### src/tas_pkg.sv
// Shared constants and types for the transmitter alarm supervisor
package tas_pkg;

    // ==========================================================
    // Timing
    localparam int CLK_HZ          = 50_000_000;
    localparam int RAMP_TIME_S     = 5;
    localparam int RAMP_CYCLES     = RAMP_TIME_S * CLK_HZ;
    localparam int DEB_TIME_US     = 1000;
    localparam int DEB_CYCLES      = DEB_TIME_US * (CLK_HZ / 1_000_000);
    localparam int REFRESH_TIME_MS = 100;
    localparam int REFRESH_CYCLES  = REFRESH_TIME_MS * (CLK_HZ / 1000);
    localparam int SER_RATE_HZ     = 1_000_000;
    localparam int SER_HALF_CYCLES = CLK_HZ / (2 * SER_RATE_HZ);

    // ==========================================================
    // Widths and counts
    localparam int RD_W      = 12;
    localparam int ALC_W     = 12;
    localparam int SER_W     = 24;
    localparam int CH_W      = 24;
    localparam int CFG_W     = 8;
    localparam int NUM_LINES = 6;
    localparam int NUM_RD    = 7;
    localparam int NUM_ALM   = NUM_LINES + NUM_RD;
    localparam int FRAC_W    = 12;
    localparam int RAMP_STEPS = 4096;

    // ==========================================================
    // Alarm line positions (all lines high when healthy)
    localparam int LN_LOCK   = 0;
    localparam int LN_TEMP   = 1;
    localparam int LN_FIFO   = 2;
    localparam int LN_SYNC   = 3;
    localparam int LN_UNPROG = 4;
    localparam int LN_MCLK   = 5;

    // Reading positions; alarm bit of reading r is NUM_LINES + r
    localparam int RD_FWD = 0;
    localparam int RD_REV = 1;
    localparam int RD_P9  = 2;
    localparam int RD_P18 = 3;
    localparam int RD_N18 = 4;
    localparam int RD_P32 = 5;
    localparam int RD_CUR = 6;

    // Alarms that cut transmission: all lines plus reverse power
    localparam logic [NUM_ALM-1:0] ALM_INHIBIT_MASK = 13'h00bf;

    // ==========================================================
    // Codes and reset values
    localparam logic [7:0]       TERM_CLEAR_CHAR = 8'h31;
    localparam logic [7:0]       MOD_CMD_CFG     = 8'h01;
    localparam logic [ALC_W-1:0] POWER_RST       = 12'h000;
    localparam logic [CH_W-1:0]  CHANNEL_RST     = 24'h000000;
    localparam logic [CFG_W-1:0] PILOT_RST       = 8'h00;
    localparam logic [CFG_W-1:0] USB_REJ_RST     = 8'h00;

    typedef enum logic [1:0] {
        SER_IDLE  = 2'b00,
        SER_LEAD  = 2'b01,
        SER_SHIFT = 2'b11,
        SER_TAIL  = 2'b10
    } tas_ser_state_t;

endpackage : tas_pkg

### src/tas_ser_if.sv
// Request and pin bundle between supervisor core and serial shifter
`timescale 1ns/100ps
`default_nettype none

interface tas_ser_if;
    import tas_pkg::*;
    logic             start;
    logic [SER_W-1:0] word;
    logic             busy;
    logic             done;
    logic [SER_W-1:0] rx_word;
    logic             sclk;
    logic             sdata;
    logic             sen_n;
    logic             miso;

    modport ctl (output start, word, miso,
                 input  busy, done, rx_word, sclk, sdata, sen_n);
    modport shf (input  start, word, miso,
                 output busy, done, rx_word, sclk, sdata, sen_n);
endinterface : tas_ser_if

`default_nettype wire

### src/tas_ser_shift.sv
// Serial shifter: data, clock and enable out, readback in
`timescale 1ns/100ps
`default_nettype none

module tas_ser_shift
    import tas_pkg::*;
(
    // Clock and reset
    input  wire logic ref_clk,
    input  wire logic resetn,
    // Request side and pins
    tas_ser_if.shf    s
);

    typedef struct packed {
        tas_ser_state_t   st;
        logic [7:0]       div;
        logic [4:0]       bits;
        logic [SER_W-1:0] sh;
        logic [SER_W-1:0] rx;
        logic             sclk;
        logic             sen_n;
        logic             busy;
        logic             done;
    } tas_shf_st_t;

    localparam tas_shf_st_t SHF_RST = '{st: SER_IDLE, sen_n: 1'b1, default: '0};

    tas_shf_st_t q;
    tas_shf_st_t d;
    logic        tick;

    // ==========================================================
    // Next state
    always_comb begin
        d      = q;
        d.done = 1'b0;
        tick   = (q.div == 8'(SER_HALF_CYCLES - 1));
        if (q.st != SER_IDLE) begin
            d.div = tick ? 8'h00 : q.div + 8'h01;
        end
        case (q.st)
            SER_IDLE: begin
                if (s.start) begin
                    d.sh    = s.word;
                    d.rx    = '0;
                    d.sen_n = 1'b0;
                    d.busy  = 1'b1;
                    d.bits  = 5'(SER_W - 1);
                    d.div   = 8'h00;
                    d.st    = SER_LEAD;
                end
            end
            SER_LEAD: begin
                if (tick) begin
                    d.st = SER_SHIFT;
                end
            end
            SER_SHIFT: begin
                if (tick) begin
                    if (!q.sclk) begin
                        // Far end samples on the rising edge; so do we
                        d.sclk = 1'b1;
                        d.rx   = {q.rx[SER_W-2:0], s.miso};
                    end else begin
                        d.sclk = 1'b0;
                        if (q.bits == 5'h00) begin
                            d.st = SER_TAIL;
                        end else begin
                            d.sh   = {q.sh[SER_W-2:0], 1'b0};
                            d.bits = q.bits - 5'h01;
                        end
                    end
                end
            end
            SER_TAIL: begin
                if (tick) begin
                    d.sen_n = 1'b1;
                    d.busy  = 1'b0;
                    d.done  = 1'b1;
                    d.st    = SER_IDLE;
                end
            end
            default: begin
                d = SHF_RST;
            end
        endcase
    end

    always_ff @(posedge ref_clk or negedge resetn) begin
        if (!resetn) begin
            q <= SHF_RST;
        end else begin
            q <= d;
        end
    end

    assign s.busy    = q.busy;
    assign s.done    = q.done;
    assign s.rx_word = q.rx;
    assign s.sclk    = q.sclk;
    assign s.sdata   = q.sh[SER_W-1];
    assign s.sen_n   = q.sen_n;

endmodule : tas_ser_shift

`default_nettype wire

### src/tas_supervisor.sv
// Transmitter alarm supervisor: alarms, power cut, slope-up, serial control
//
// Overview of operation
// - Each reading other than reverse power outside its nominal low/high window raises its own alarm.
// - Reverse power reading above calibrated limit is an alarm.
// - Any line alarm or the reverse power alarm forces the level-control reference to zero; window alarms do not.
// - Lock, temperature, reverse power, FIFO, sync, unprogrammed, clock alarms recognised.
// - Amplifier over-temperature report raises the temperature alarm.
// - Active line or reverse power alarm cuts transmission at once and holds it off meanwhile.
// - Cleared cause turns alarm to past; transmission resumes by itself.
// - Clear key or terminal character 1 erases all past alarms.
// - Missing synthesizer lock indication raises lock alarm and zeroes power.
// - Channel code goes to synthesizer over data, clock, enable lines.
// - Synthesizer is reprogrammed periodically, not only once.
// - Modulator pilot and sideband settings written and status read over SPI.
// - Level reference rises monotonically with programmed power.
// - Reference ramps from zero to target over about five seconds.
// - Every keypad setting is also accepted from the terminal.
`timescale 1ns/100ps
`default_nettype none

module tas_supervisor
    import tas_pkg::*;
#(
    parameter int RAMP_CYC    = RAMP_CYCLES,
    parameter int DEB_CYC     = DEB_CYCLES,
    parameter int REFRESH_CYC = REFRESH_CYCLES
)(
    // Clock and reset
    input  wire logic                        ref_clk,
    input  wire logic                        resetn,
    // Alarm lines, high when healthy
    input  wire logic [NUM_LINES-1:0]        alarm_lines,
    // Digitised monitor readings and their nominal windows
    input  wire logic [NUM_RD-1:0][RD_W-1:0] readings,
    input  wire logic [NUM_RD-1:0][RD_W-1:0] nominal_lo,
    input  wire logic [NUM_RD-1:0][RD_W-1:0] nominal_hi,
    input  wire logic [RD_W-1:0]             rev_limit,
    // Keypad
    input  wire logic                        clear_history_key,
    input  wire logic                        kp_power_wr,
    input  wire logic [ALC_W-1:0]            kp_power,
    input  wire logic                        kp_channel_wr,
    input  wire logic [CH_W-1:0]             kp_channel,
    input  wire logic                        kp_mod_wr,
    input  wire logic [CFG_W-1:0]            kp_pilot,
    input  wire logic [CFG_W-1:0]            kp_usb_rej,
    // Serial terminal, one received byte per strobe
    input  wire logic                        term_valid,
    input  wire logic [7:0]                  term_byte,
    input  wire logic                        term_power_wr,
    input  wire logic [ALC_W-1:0]            term_power,
    input  wire logic                        term_channel_wr,
    input  wire logic [CH_W-1:0]             term_channel,
    input  wire logic                        term_mod_wr,
    input  wire logic [CFG_W-1:0]            term_pilot,
    input  wire logic [CFG_W-1:0]            term_usb_rej,
    // Status for display
    output logic      [NUM_ALM-1:0]          alarm_active,
    output logic      [NUM_ALM-1:0]          alarm_past,
    output logic                             tx_enable,
    output logic                             ramp_done,
    output logic      [SER_W-1:0]            mod_status,
    // Level-control reference to up-converter
    output logic      [ALC_W-1:0]            alc_ref,
    // Synthesizer programming pins
    output logic                             syn_sclk,
    output logic                             syn_sdata,
    output logic                             syn_sen_n,
    // Modulator SPI pins
    output logic                             mod_sclk,
    output logic                             mod_mosi,
    output logic                             mod_sen_n,
    input  wire logic                        mod_miso
);

    localparam int STEP_RAW = RAMP_CYC / RAMP_STEPS;
    localparam int STEP_CYC = (STEP_RAW < 1) ? 1 : STEP_RAW;
    localparam logic [FRAC_W-1:0] FRAC_MAX = '1;

    typedef struct packed {
        logic [NUM_LINES-1:0]         sync1;
        logic [NUM_LINES-1:0]         sync2;
        logic [NUM_LINES-1:0]         stable;
        logic [NUM_LINES-1:0][31:0]   deb_cnt;
        logic [NUM_ALM-1:0]           active;
        logic [NUM_ALM-1:0]           past;
        logic [ALC_W-1:0]             target;
        logic [CH_W-1:0]              channel;
        logic [CFG_W-1:0]             pilot;
        logic [CFG_W-1:0]             usb_rej;
        logic [FRAC_W-1:0]            frac;
        logic [31:0]                  step_cnt;
        logic [ALC_W-1:0]             alc;
        logic                         tx_on;
        logic                         ramp_done;
        logic [31:0]                  refresh_cnt;
        logic                         syn_pend;
        logic                         mod_pend;
        logic                         syn_start;
        logic                         mod_start;
        logic [SER_W-1:0]             mod_status;
    } tas_sup_st_t;

    // Lines start as alarmed so power waits for a clean debounce
    localparam tas_sup_st_t SUP_RST = '{
        target:  POWER_RST,
        channel: CHANNEL_RST,
        pilot:   PILOT_RST,
        usb_rej: USB_REJ_RST,
        syn_pend: 1'b1,
        mod_pend: 1'b1,
        default: '0
    };

    tas_sup_st_t q;
    tas_sup_st_t d;

    tas_ser_if syn_if ();
    tas_ser_if mod_if ();

    logic [NUM_ALM-1:0]       cause;
    logic                     clr_req;
    logic                     inhibit;
    logic [ALC_W+FRAC_W-1:0]  scaled;

    function automatic logic out_of_window(input logic [RD_W-1:0] v,
                                           input logic [RD_W-1:0] lo,
                                           input logic [RD_W-1:0] hi);
        out_of_window = (v < lo) || (v > hi);
    endfunction : out_of_window

    // ==========================================================
    // Next state
    always_comb begin
        d           = q;
        d.syn_start = 1'b0;
        d.mod_start = 1'b0;

        // Keypad wins when both sources write in one cycle
        if (kp_power_wr) begin
            d.target = kp_power;
        end else if (term_power_wr) begin
            d.target = term_power;
        end
        if (kp_channel_wr) begin
            d.channel  = kp_channel;
            d.syn_pend = 1'b1;
        end else if (term_channel_wr) begin
            d.channel  = term_channel;
            d.syn_pend = 1'b1;
        end
        if (kp_mod_wr) begin
            d.pilot    = kp_pilot;
            d.usb_rej  = kp_usb_rej;
            d.mod_pend = 1'b1;
        end else if (term_mod_wr) begin
            d.pilot    = term_pilot;
            d.usb_rej  = term_usb_rej;
            d.mod_pend = 1'b1;
        end

        // Two-stage sync, then a line must hold its new level
        d.sync1 = alarm_lines;
        d.sync2 = q.sync1;
        for (int i = 0; i < NUM_LINES; i++) begin
            if (q.sync2[i] == q.stable[i]) begin
                d.deb_cnt[i] = '0;
            end else if (q.deb_cnt[i] == 32'(DEB_CYC - 1)) begin
                d.stable[i]  = q.sync2[i];
                d.deb_cnt[i] = '0;
            end else begin
                d.deb_cnt[i] = q.deb_cnt[i] + 32'd1;
            end
        end

        // Low line is an alarm: lock, temperature and the rest
        cause = '0;
        for (int i = 0; i < NUM_LINES; i++) begin
            cause[i] = ~q.stable[i];
        end
        for (int r = 0; r < NUM_RD; r++) begin
            if (r == RD_REV) begin
                cause[NUM_LINES + r] = (readings[r] > rev_limit);
            end else begin
                cause[NUM_LINES + r] = out_of_window(readings[r],
                                                     nominal_lo[r],
                                                     nominal_hi[r]);
            end
        end
        d.active = cause;

        // A cause that ends in the clear cycle still leaves a past mark
        clr_req = clear_history_key ||
                  (term_valid && (term_byte == TERM_CLEAR_CHAR));
        d.past  = (q.past & ~{NUM_ALM{clr_req}})
                | (q.active & ~cause);

        // Cut acts on the raw cause, in the same cycle as the display
        inhibit = |(cause & ALM_INHIBIT_MASK);
        d.tx_on = ~inhibit;

        // Fraction of target advances in equal steps
        scaled = q.target * q.frac;

        if (inhibit) begin
            d.frac      = '0;
            d.step_cnt  = '0;
            d.alc       = '0;
            d.ramp_done = 1'b0;
        end else begin
            if (q.frac != FRAC_MAX) begin
                if (q.step_cnt == 32'(STEP_CYC - 1)) begin
                    d.step_cnt = '0;
                    d.frac     = q.frac + 12'h001;
                end else begin
                    d.step_cnt = q.step_cnt + 32'd1;
                end
            end
            d.ramp_done = (q.frac == FRAC_MAX);
            // Full fraction hands the exact setting straight through
            if (q.frac == FRAC_MAX) begin
                d.alc = q.target;
            end else begin
                d.alc = scaled[ALC_W+FRAC_W-1:FRAC_W];
            end
        end

        // Periodic re-send keeps the synthesizer and modulator in step
        if (q.refresh_cnt == 32'(REFRESH_CYC - 1)) begin
            d.refresh_cnt = '0;
            d.syn_pend    = 1'b1;
            d.mod_pend    = 1'b1;
        end else begin
            d.refresh_cnt = q.refresh_cnt + 32'd1;
        end

        // busy rises one cycle after start, hence the start guard
        if (q.syn_pend && !syn_if.busy && !q.syn_start) begin
            d.syn_start = 1'b1;
            d.syn_pend  = 1'b0;
        end

        if (q.mod_pend && !mod_if.busy && !q.mod_start) begin
            d.mod_start = 1'b1;
            d.mod_pend  = 1'b0;
        end

        if (mod_if.done) begin
            d.mod_status = mod_if.rx_word;
        end
    end

    always_ff @(posedge ref_clk or negedge resetn) begin
        if (!resetn) begin
            q <= SUP_RST;
        end else begin
            q <= d;
        end
    end

    // ==========================================================
    // Serial shifters
    assign syn_if.start = q.syn_start;
    assign syn_if.word  = q.channel;
    assign syn_if.miso  = 1'b0;
    assign mod_if.start = q.mod_start;
    assign mod_if.word  = {MOD_CMD_CFG, q.pilot, q.usb_rej};
    assign mod_if.miso  = mod_miso;

    tas_ser_shift u_syn_shift (
        .ref_clk (ref_clk),
        .resetn  (resetn),
        .s       (syn_if.shf)
    );

    tas_ser_shift u_mod_shift (
        .ref_clk (ref_clk),
        .resetn  (resetn),
        .s       (mod_if.shf)
    );

    // ==========================================================
    // Outputs
    assign alarm_active = q.active;
    assign alarm_past   = q.past;
    assign tx_enable    = q.tx_on;
    assign ramp_done    = q.ramp_done;
    assign mod_status   = q.mod_status;
    assign alc_ref      = q.alc;
    assign syn_sclk     = syn_if.sclk;
    assign syn_sdata    = syn_if.sdata;
    assign syn_sen_n    = syn_if.sen_n;
    assign mod_sclk     = mod_if.sclk;
    assign mod_mosi     = mod_if.sdata;
    assign mod_sen_n    = mod_if.sen_n;

endmodule : tas_supervisor

`default_nettype wire
### config.mk
export PLATFORM = sky130hd
export DESIGN_NAME = tas_supervisor
export DESIGN_NICKNAME = d
export VERILOG_FILES = /design/src/tas_pkg.sv /design/src/tas_ser_if.sv /design/src/tas_ser_shift.sv /design/src/tas_supervisor.sv
export SDC_FILE = /design/constraint.sdc
export NUM_CORES = 1
export LEC_CHECK = 0
export BUFFER_PORTS_ARGS = -buffer_cell sky130_fd_sc_hd__buf_2
export CAP_MARGIN = 20
export CORE_MARGIN = 8
export CORE_UTILIZATION = 30
export DETAILED_ROUTE_END_ITERATION = 8
export GPL_TIMING_DRIVEN = 0
export PLACE_DENSITY_LB_ADDON = 0.25
export RECOVER_POWER = 100
export SYNTH_ARGS = -nofsm -noshare
export SYNTH_HDL_FRONTEND = slang
export SYNTH_SLANG_ARGS = --single-unit
### constraint.sdc
create_clock -name ref_clk -period 6.6 [get_ports ref_clk]
set_clock_uncertainty 0.15 [all_clocks]
set_input_delay 1.32 -clock ref_clk [delete_from_list [all_inputs] [get_ports ref_clk]]
set_output_delay 1.32 -clock ref_clk [all_outputs]
set_load 0.05 [all_outputs]
# [After elaboration in Yosys (flattened, before gate mapping)]
# Cells that the tools add are included.
[totals] regBits=538 elab_cells=258 out_inout_bits=70
[classes] n_lt_le_gt_ge=13 n_mux=73 addsub=13 n_eq_ne=41 bitwise_logic=18 mul=1 n_reduce_logical=51
[ops] operator="2-to-1 mux 32 bit" count=14
[ops] operator="adder 32 x 1 -> 32 bit, second input constant" count=8
[ops] operator="equality test 32 x 16 -> 1 bit, second input constant" count=7
[ops] operator="one-hot mux 53 bit (2 select lines)" count=2
[ops] operator="2-to-1 mux 63 bit" count=2
[ops] operator="2-to-1 mux 29 bit" count=4
[ops] operator="2-to-1 mux 54 bit" count=2
[ops] operator="2-to-1 mux 24 bit" count=4
[ops] operator="> comparator 12 bit" count=7
[ops] operator="< comparator 12 bit" count=6
[ops] operator="2-to-1 mux 56 bit" count=1
[ops] operator="2-to-1 mux 12 bit" count=4
[ops] operator="2-to-1 mux 8 bit" count=6
[ops] operator="2-to-1 mux 44 bit" count=1
[ops] operator="equality test 32 x 23 -> 1 bit, second input constant" count=1
[ops] operator="2-to-1 mux 16 bit" count=2
[ops] operator="AND 13 bit" count=2
[ops] operator="2-to-1 mux 2 bit" count=13
[ops] operator="NOT 13 bit" count=2
[ops] operator="multiplier 12 x 12 -> 24 bit" count=1
[ops] operator="nonzero test 2 bit" count=11
[ops] operator="!= test 2 x 1 -> 1 bit, second input constant" count=10
[ops] operator="AND reduction 2 bit" count=9
[ops] operator="adder 8 x 1 -> 8 bit, second input constant" count=2
[ops] operator="other kinds (27)" count=89

# [Longest topological paths before layout]
[depth] word_depth=6 ltp_mapped=20

# [By module]
# A second synthesis with hierarchy kept.
[hier_totals] cells_unflattened=3448 hier_area_um2=33542.2
[by_module_without_submodules] module="tas_supervisor" area_per_inst_um2=26945.8 seq_area_each_um2=10162.2 n_inst=1 cells_per_inst=2902
[by_module_without_submodules] module="tas_ser_shift" area_per_inst_um2=3298.2 seq_area_each_um2=1677.9 n_inst=2 cells_per_inst=273

# [Worst setup path after synthesis]
# Ideal clock, no wire load.
[synth_timing] path_kind="register to register" startpoint="reg q[111] (netlist name)" endpoint="reg q (netlist bit alc_ref[4])" slack_ps=1464 n_path_buf=1 synth_period_minus_slack_ps=5136 setup_time_ps=125 stages_incl_launch_ff=19 required_time_ps=6325 t_arrival_ps=4860 cell_sequence="dfrtp_1 clkbuf_1 nand2_1 fa_1 inv_1 fa_1 fa_1 fa_1 inv_1 fa_1 inv_1 ha_1 a21oi_1 o21ai_0 a31oi_1 nand3_1 a21oi_1 nor2_1 a2111oi_0"
[synth_rtl] element="start, declared" line_no="tas_supervisor.sv:116" text="tas_sup_st_t q;"
[synth_rtl] element="start signal, assigned" line_no="tas_supervisor.sv:256" text="q <= SUP_RST;"
[synth_rtl] element="start signal, assigned" line_no="tas_supervisor.sv:258" text="q <= d;"

==> results.sh <==
export IMPL_slew_violations=99
export IMPL_met1_usage_pct=19.3
export IMPL_num_nets_final=4685
export IMPL_start_util_pct=30.2
export IMPL_track_usage_pct=14.4
export IMPL_use_met2_pct=23.5
export IMPL_ir_drop_mv=0.200
export IMPL_clk_root_buffer_cell="clkbuf_16"
export IMPL_synthMuxAreaShare_pct=2.71
export IMPL_grt_busiest_layer="met2"
export IMPL_slowest_stage="fa_1"
export IMPL_crit_chain="clkbuf_1 > nand2_1 > fa_1 > inv_1 > fa_1 > fa_1 > fa_1 > inv_1 > fa_1 > inv_1 > ha_1 > a21oi_1 > o21ai_0 > a31oi_1 > nand3_1 > a21oi_1 > nor2_1 > a2111oi_2"
export IMPL_drt_iter0_drc=1378
export IMPL_clkSlewWorstSetupHoldPaths_ns=0.06
export IMPL_crit_path_end_kind="flop"
export IMPL_synth_compound_area_share_pct=8.82
export IMPL_clock_sinks=515
export IMPL_synth_fp_nets=4181
export IMPL_finalCriticalPeriod_ns=6.20
export IMPL_clock_latency_ns=0.67
export IMPL_crit_path_frequent_cell="fa_1"
export IMPL_drc_errors=0
export IMPL_dr_pass1_iters=6
export IMPL_ctsHoldBuffers=0
export IMPL_cts_max_level=2
export IMPL_synth_common_cells="dfrtp_1, nand2_1, nor2_1"
export IMPL_synth_top_family_by_area="simple AND/OR/NAND/NOR gates"
export IMPL_synth_cell_types=80
export IMPL_yosys_top_cells_area="dfrtp_1, ha_1, fa_1"
export IMPL_gp_congestion=0.878
export IMPL_tightest_slew_ns=4.67
export IMPL_cts_made_buffers=61
export IMPL_clockBufferDepth=3
export IMPL_die_area_um2=118000
export IMPL_multi_input_area_um2=17000
export IMPL_worst_slack_ns=0.403
export IMPL_clock_fmax_ghz=0.161
export IMPL_synth_area_um2=32200
export IMPL_antenna_found_initial=4
export IMPL_grt_first_pass_wirelength_mm=139
export IMPL_report_final_hold_viol_count=0
export IMPL_p_leak_uw=0.0186
export IMPL_ios=463
export IMPL_ff_latch_area_um2=12900
export IMPL_fillers=11127
export IMPL_slowest_delay_ns=0.56
export IMPL_violations="max-capacitance violations, max-slew violations"
export IMPL_cp_arrival_ns=6.50
export IMPL_detail_route_antenna_nets=0
export IMPL_post_route_period_util_pct=93.9
export IMPL_drive_gt1_share_pct=14.8
export IMPL_slew_headroom_pct=-212
export IMPL_required_ns=6.90
export IMPL_postCtsSetupBuffers=0
export IMPL_powerDensity_nw_per_um2=212
export IMPL_portBuffers=435
export IMPL_synth_top_area_cell="dfrtp_1"
export IMPL_start_kind="flop"
export IMPL_die_w_um=344
export IMPL_cts_tree="done"
export IMPL_cap_violations=3
export IMPL_synth_enable_flop_cells=0
export IMPL_grt_pass1_vias=25875
export IMPL_setup_viol=0
export IMPL_grt_max_degree=111
export IMPL_pre_cts_slack_ns=-0.129
export IMPL_routedWlPerCell_um=15.8
export IMPL_fp_dieH_um=344
export IMPL_row_count=120
export IMPL_ys_seq_elements=515
export IMPL_rsz0062_at_grt="false"
export IMPL_yosysMostFrequentCell="dfrtp_1"
export IMPL_overflow=0
export IMPL_vias=25373
export IMPL_synth_fa_ha_area_share_pct=14.9
export IMPL_synthCells=3463
export IMPL_hpwl_mm=65.9
export IMPL_synth_xor_area_share_pct=6.33
export IMPL_critical_path_class="flop to flop"
export IMPL_routed_via_density=4.68
export IMPL_area_growth_syn_to_layout_pct=18.8
export IMPL_yosys_area_top_type_share_pct=39.7
export IMPL_path_max_fanout=10
export IMPL_core_area_um2=107000
export IMPL_seq_area_frac_synth_pct=40.0
export IMPL_avgSynthCellArea_um2=9.30
export IMPL_fin_util_pct=35.9
export IMPL_synth_simple_area_share_pct=20.4
export IMPL_min_path_type="flop to flop"
export IMPL_synth_ff_type="dfrtp_1"
export IMPL_wirelength_mm=85.6
export IMPL_gr_usage_met3_pct=3.00
export IMPL_yosys_warnings=0
export IMPL_async_flop_share_pct=100
export IMPL_outcome="complete, but fails checks"
## sequential cells by signal, indices dropped and copies added (netlist names), 6 cells and up
name                   flops
alarm_active              13
alarm_past                13
alc_ref                   12
d                          6
mod_if.word               16
mod_status                24
q                        294
syn_if.word               24
u_mod_shift.q             38
u_mod_shift.s.rx_word     24
u_syn_shift.q             38
## cell type report
type | count | share of cell area (%)
Antenna cell | 3 | 0.0196
Buffer | 177 | 2.40
Clock buffer | 81 | 4.42
Clock inverter | 33 | 1.40
Inverter | 334 | 3.27
Multi-Input combinational cell | 2437 | 44.5
Sequential cell | 515 | 33.7
Tap cell | 1403 | 4.59
Timing Repair Buffer | 441 | 5.70
## power breakdown
group | switching [uW] | internal (uW)
Sequential | 159 | 3350
Clock | 1420 | 2270
Combinational | 556 | 368
Total | 2140 | 5990
## metal layers
metal | vias to the layer above | routed length, um
met5 | - | 0
met4 | 0 | 2170
met3 | 111 | 4590
met2 | 409 | 39500
met1 | 12196 | 39300
li1 | 12657 | -
## kinds of logic (layout without fill, tap and decap cells)
kind of cell             after synthesis  in the layout
flip-flops                           515            515
adder cells (fa/ha/maj)              325            325
other                                  0              3
XOR/XNOR                             233            233
multiplexers                          84             84
buffers and inverters                511           1066
AND/OR/NAND/NOR                     1334           1334
AO/OA/AOI/OAI                        461            461
## worst max-delay path, delay by kind of cell (launching register included)
| kind | cells | cell delay [ns] |
|---|---|---|
| flops | 1 | 0.49 |
| fa+ha+maj | 6 | 2.93 |
| simple gates | 3 | 0.47 |
| compound gates | 5 | 1.30 |
| buf+inv | 4 | 0.67 |
## layout by cell type (no fill, tap or decap), types with 9 or more instances in the layout
cell type | netlist | final
clkbuf_2 | 1 | 14
xor2_1 | 137 | 137
buf_2 | 18 | 355
or4_1 | 10 | 10
or3_1 | 31 | 32
bufinv_16 | 0 | 12
nand2_1 | 399 | 399
and3_1 | 51 | 52
nor2_1 | 346 | 346
clkbuf_8 | 0 | 9
xnor2_1 | 96 | 96
clkbuf_1 | 87 | 192
and2_1 | 60 | 58
mux2i_1 | 59 | 59
a21oi_1 | 93 | 93
nand3_1 | 145 | 145
nor2b_1 | 15 | 15
a211oi_1 | 16 | 16
clkinv_2 | 0 | 15
mux2_2 | 25 | 25
ha_1 | 226 | 226
fa_1 | 99 | 99
clkbuf_16 | 0 | 61
and4_1 | 17 | 17
o21ai_0 | 187 | 189
a21o_1 | 49 | 49
nor3_1 | 33 | 36
dfrtp_1 | 511 | 511
buf_4 | 62 | 62
inv_1 | 334 | 334
nor4_1 | 48 | 53
nand2b_1 | 30 | 31
a22oi_1 | 25 | 25
nand4_1 | 82 | 84
a221oi_1 | 16 | 16
nor4b_1 | 13 | 13
## worst paths after layout
path                               startpoint                           to  slack (ns)  cells past startpoint
min                          d[399]$_DFF_PN0_             q[399]$_DFF_PN0_        0.20                      0
max in group asynchronous              resetn             q[336]$_DFF_PN0_        1.08                      4
min in group asynchronous              resetn  syn_if.word[12]$_DFFE_PN0P_        2.16                      1
max                        q[109]$_DFFE_PN0P_         alc_ref[4]$_DFF_PN0_        0.40                     18
max reg2reg                q[109]$_DFFE_PN0P_         alc_ref[4]$_DFF_PN0_        0.40                     18
min reg2reg                  d[399]$_DFF_PN0_             q[399]$_DFF_PN0_        0.20                      0
## stage by stage
step / total power (uW) / hold slack [ns] / area [um2] / instances / setup TNS (ns)
4_1_cts: 8290 / 0.200 / 38500 / 5421 / 0
2_1_floorplan: 4090 / 0.181 / 32200 / 3463 / 0
3_3_place_gp: 4480 / 0.183 / 36200 / 5301 / -3663.91
5_1_grt: 8540 / 0.205 / 38300 / 5424 / 0
3_5_place_dp: 4510 / 0.186 / 36300 / 5307 / -0.129
6_report: 8130 / 0.197 / 38300 / 5424 / 0
## timing repair
item                                   CTS  global route
resized for setup                        1            29
setup endpoints to repair                1             2
endpoints found under the hold margin    0             0
cloned                                   0             0
No activity file was read; power rests on OpenSTA's default activity.
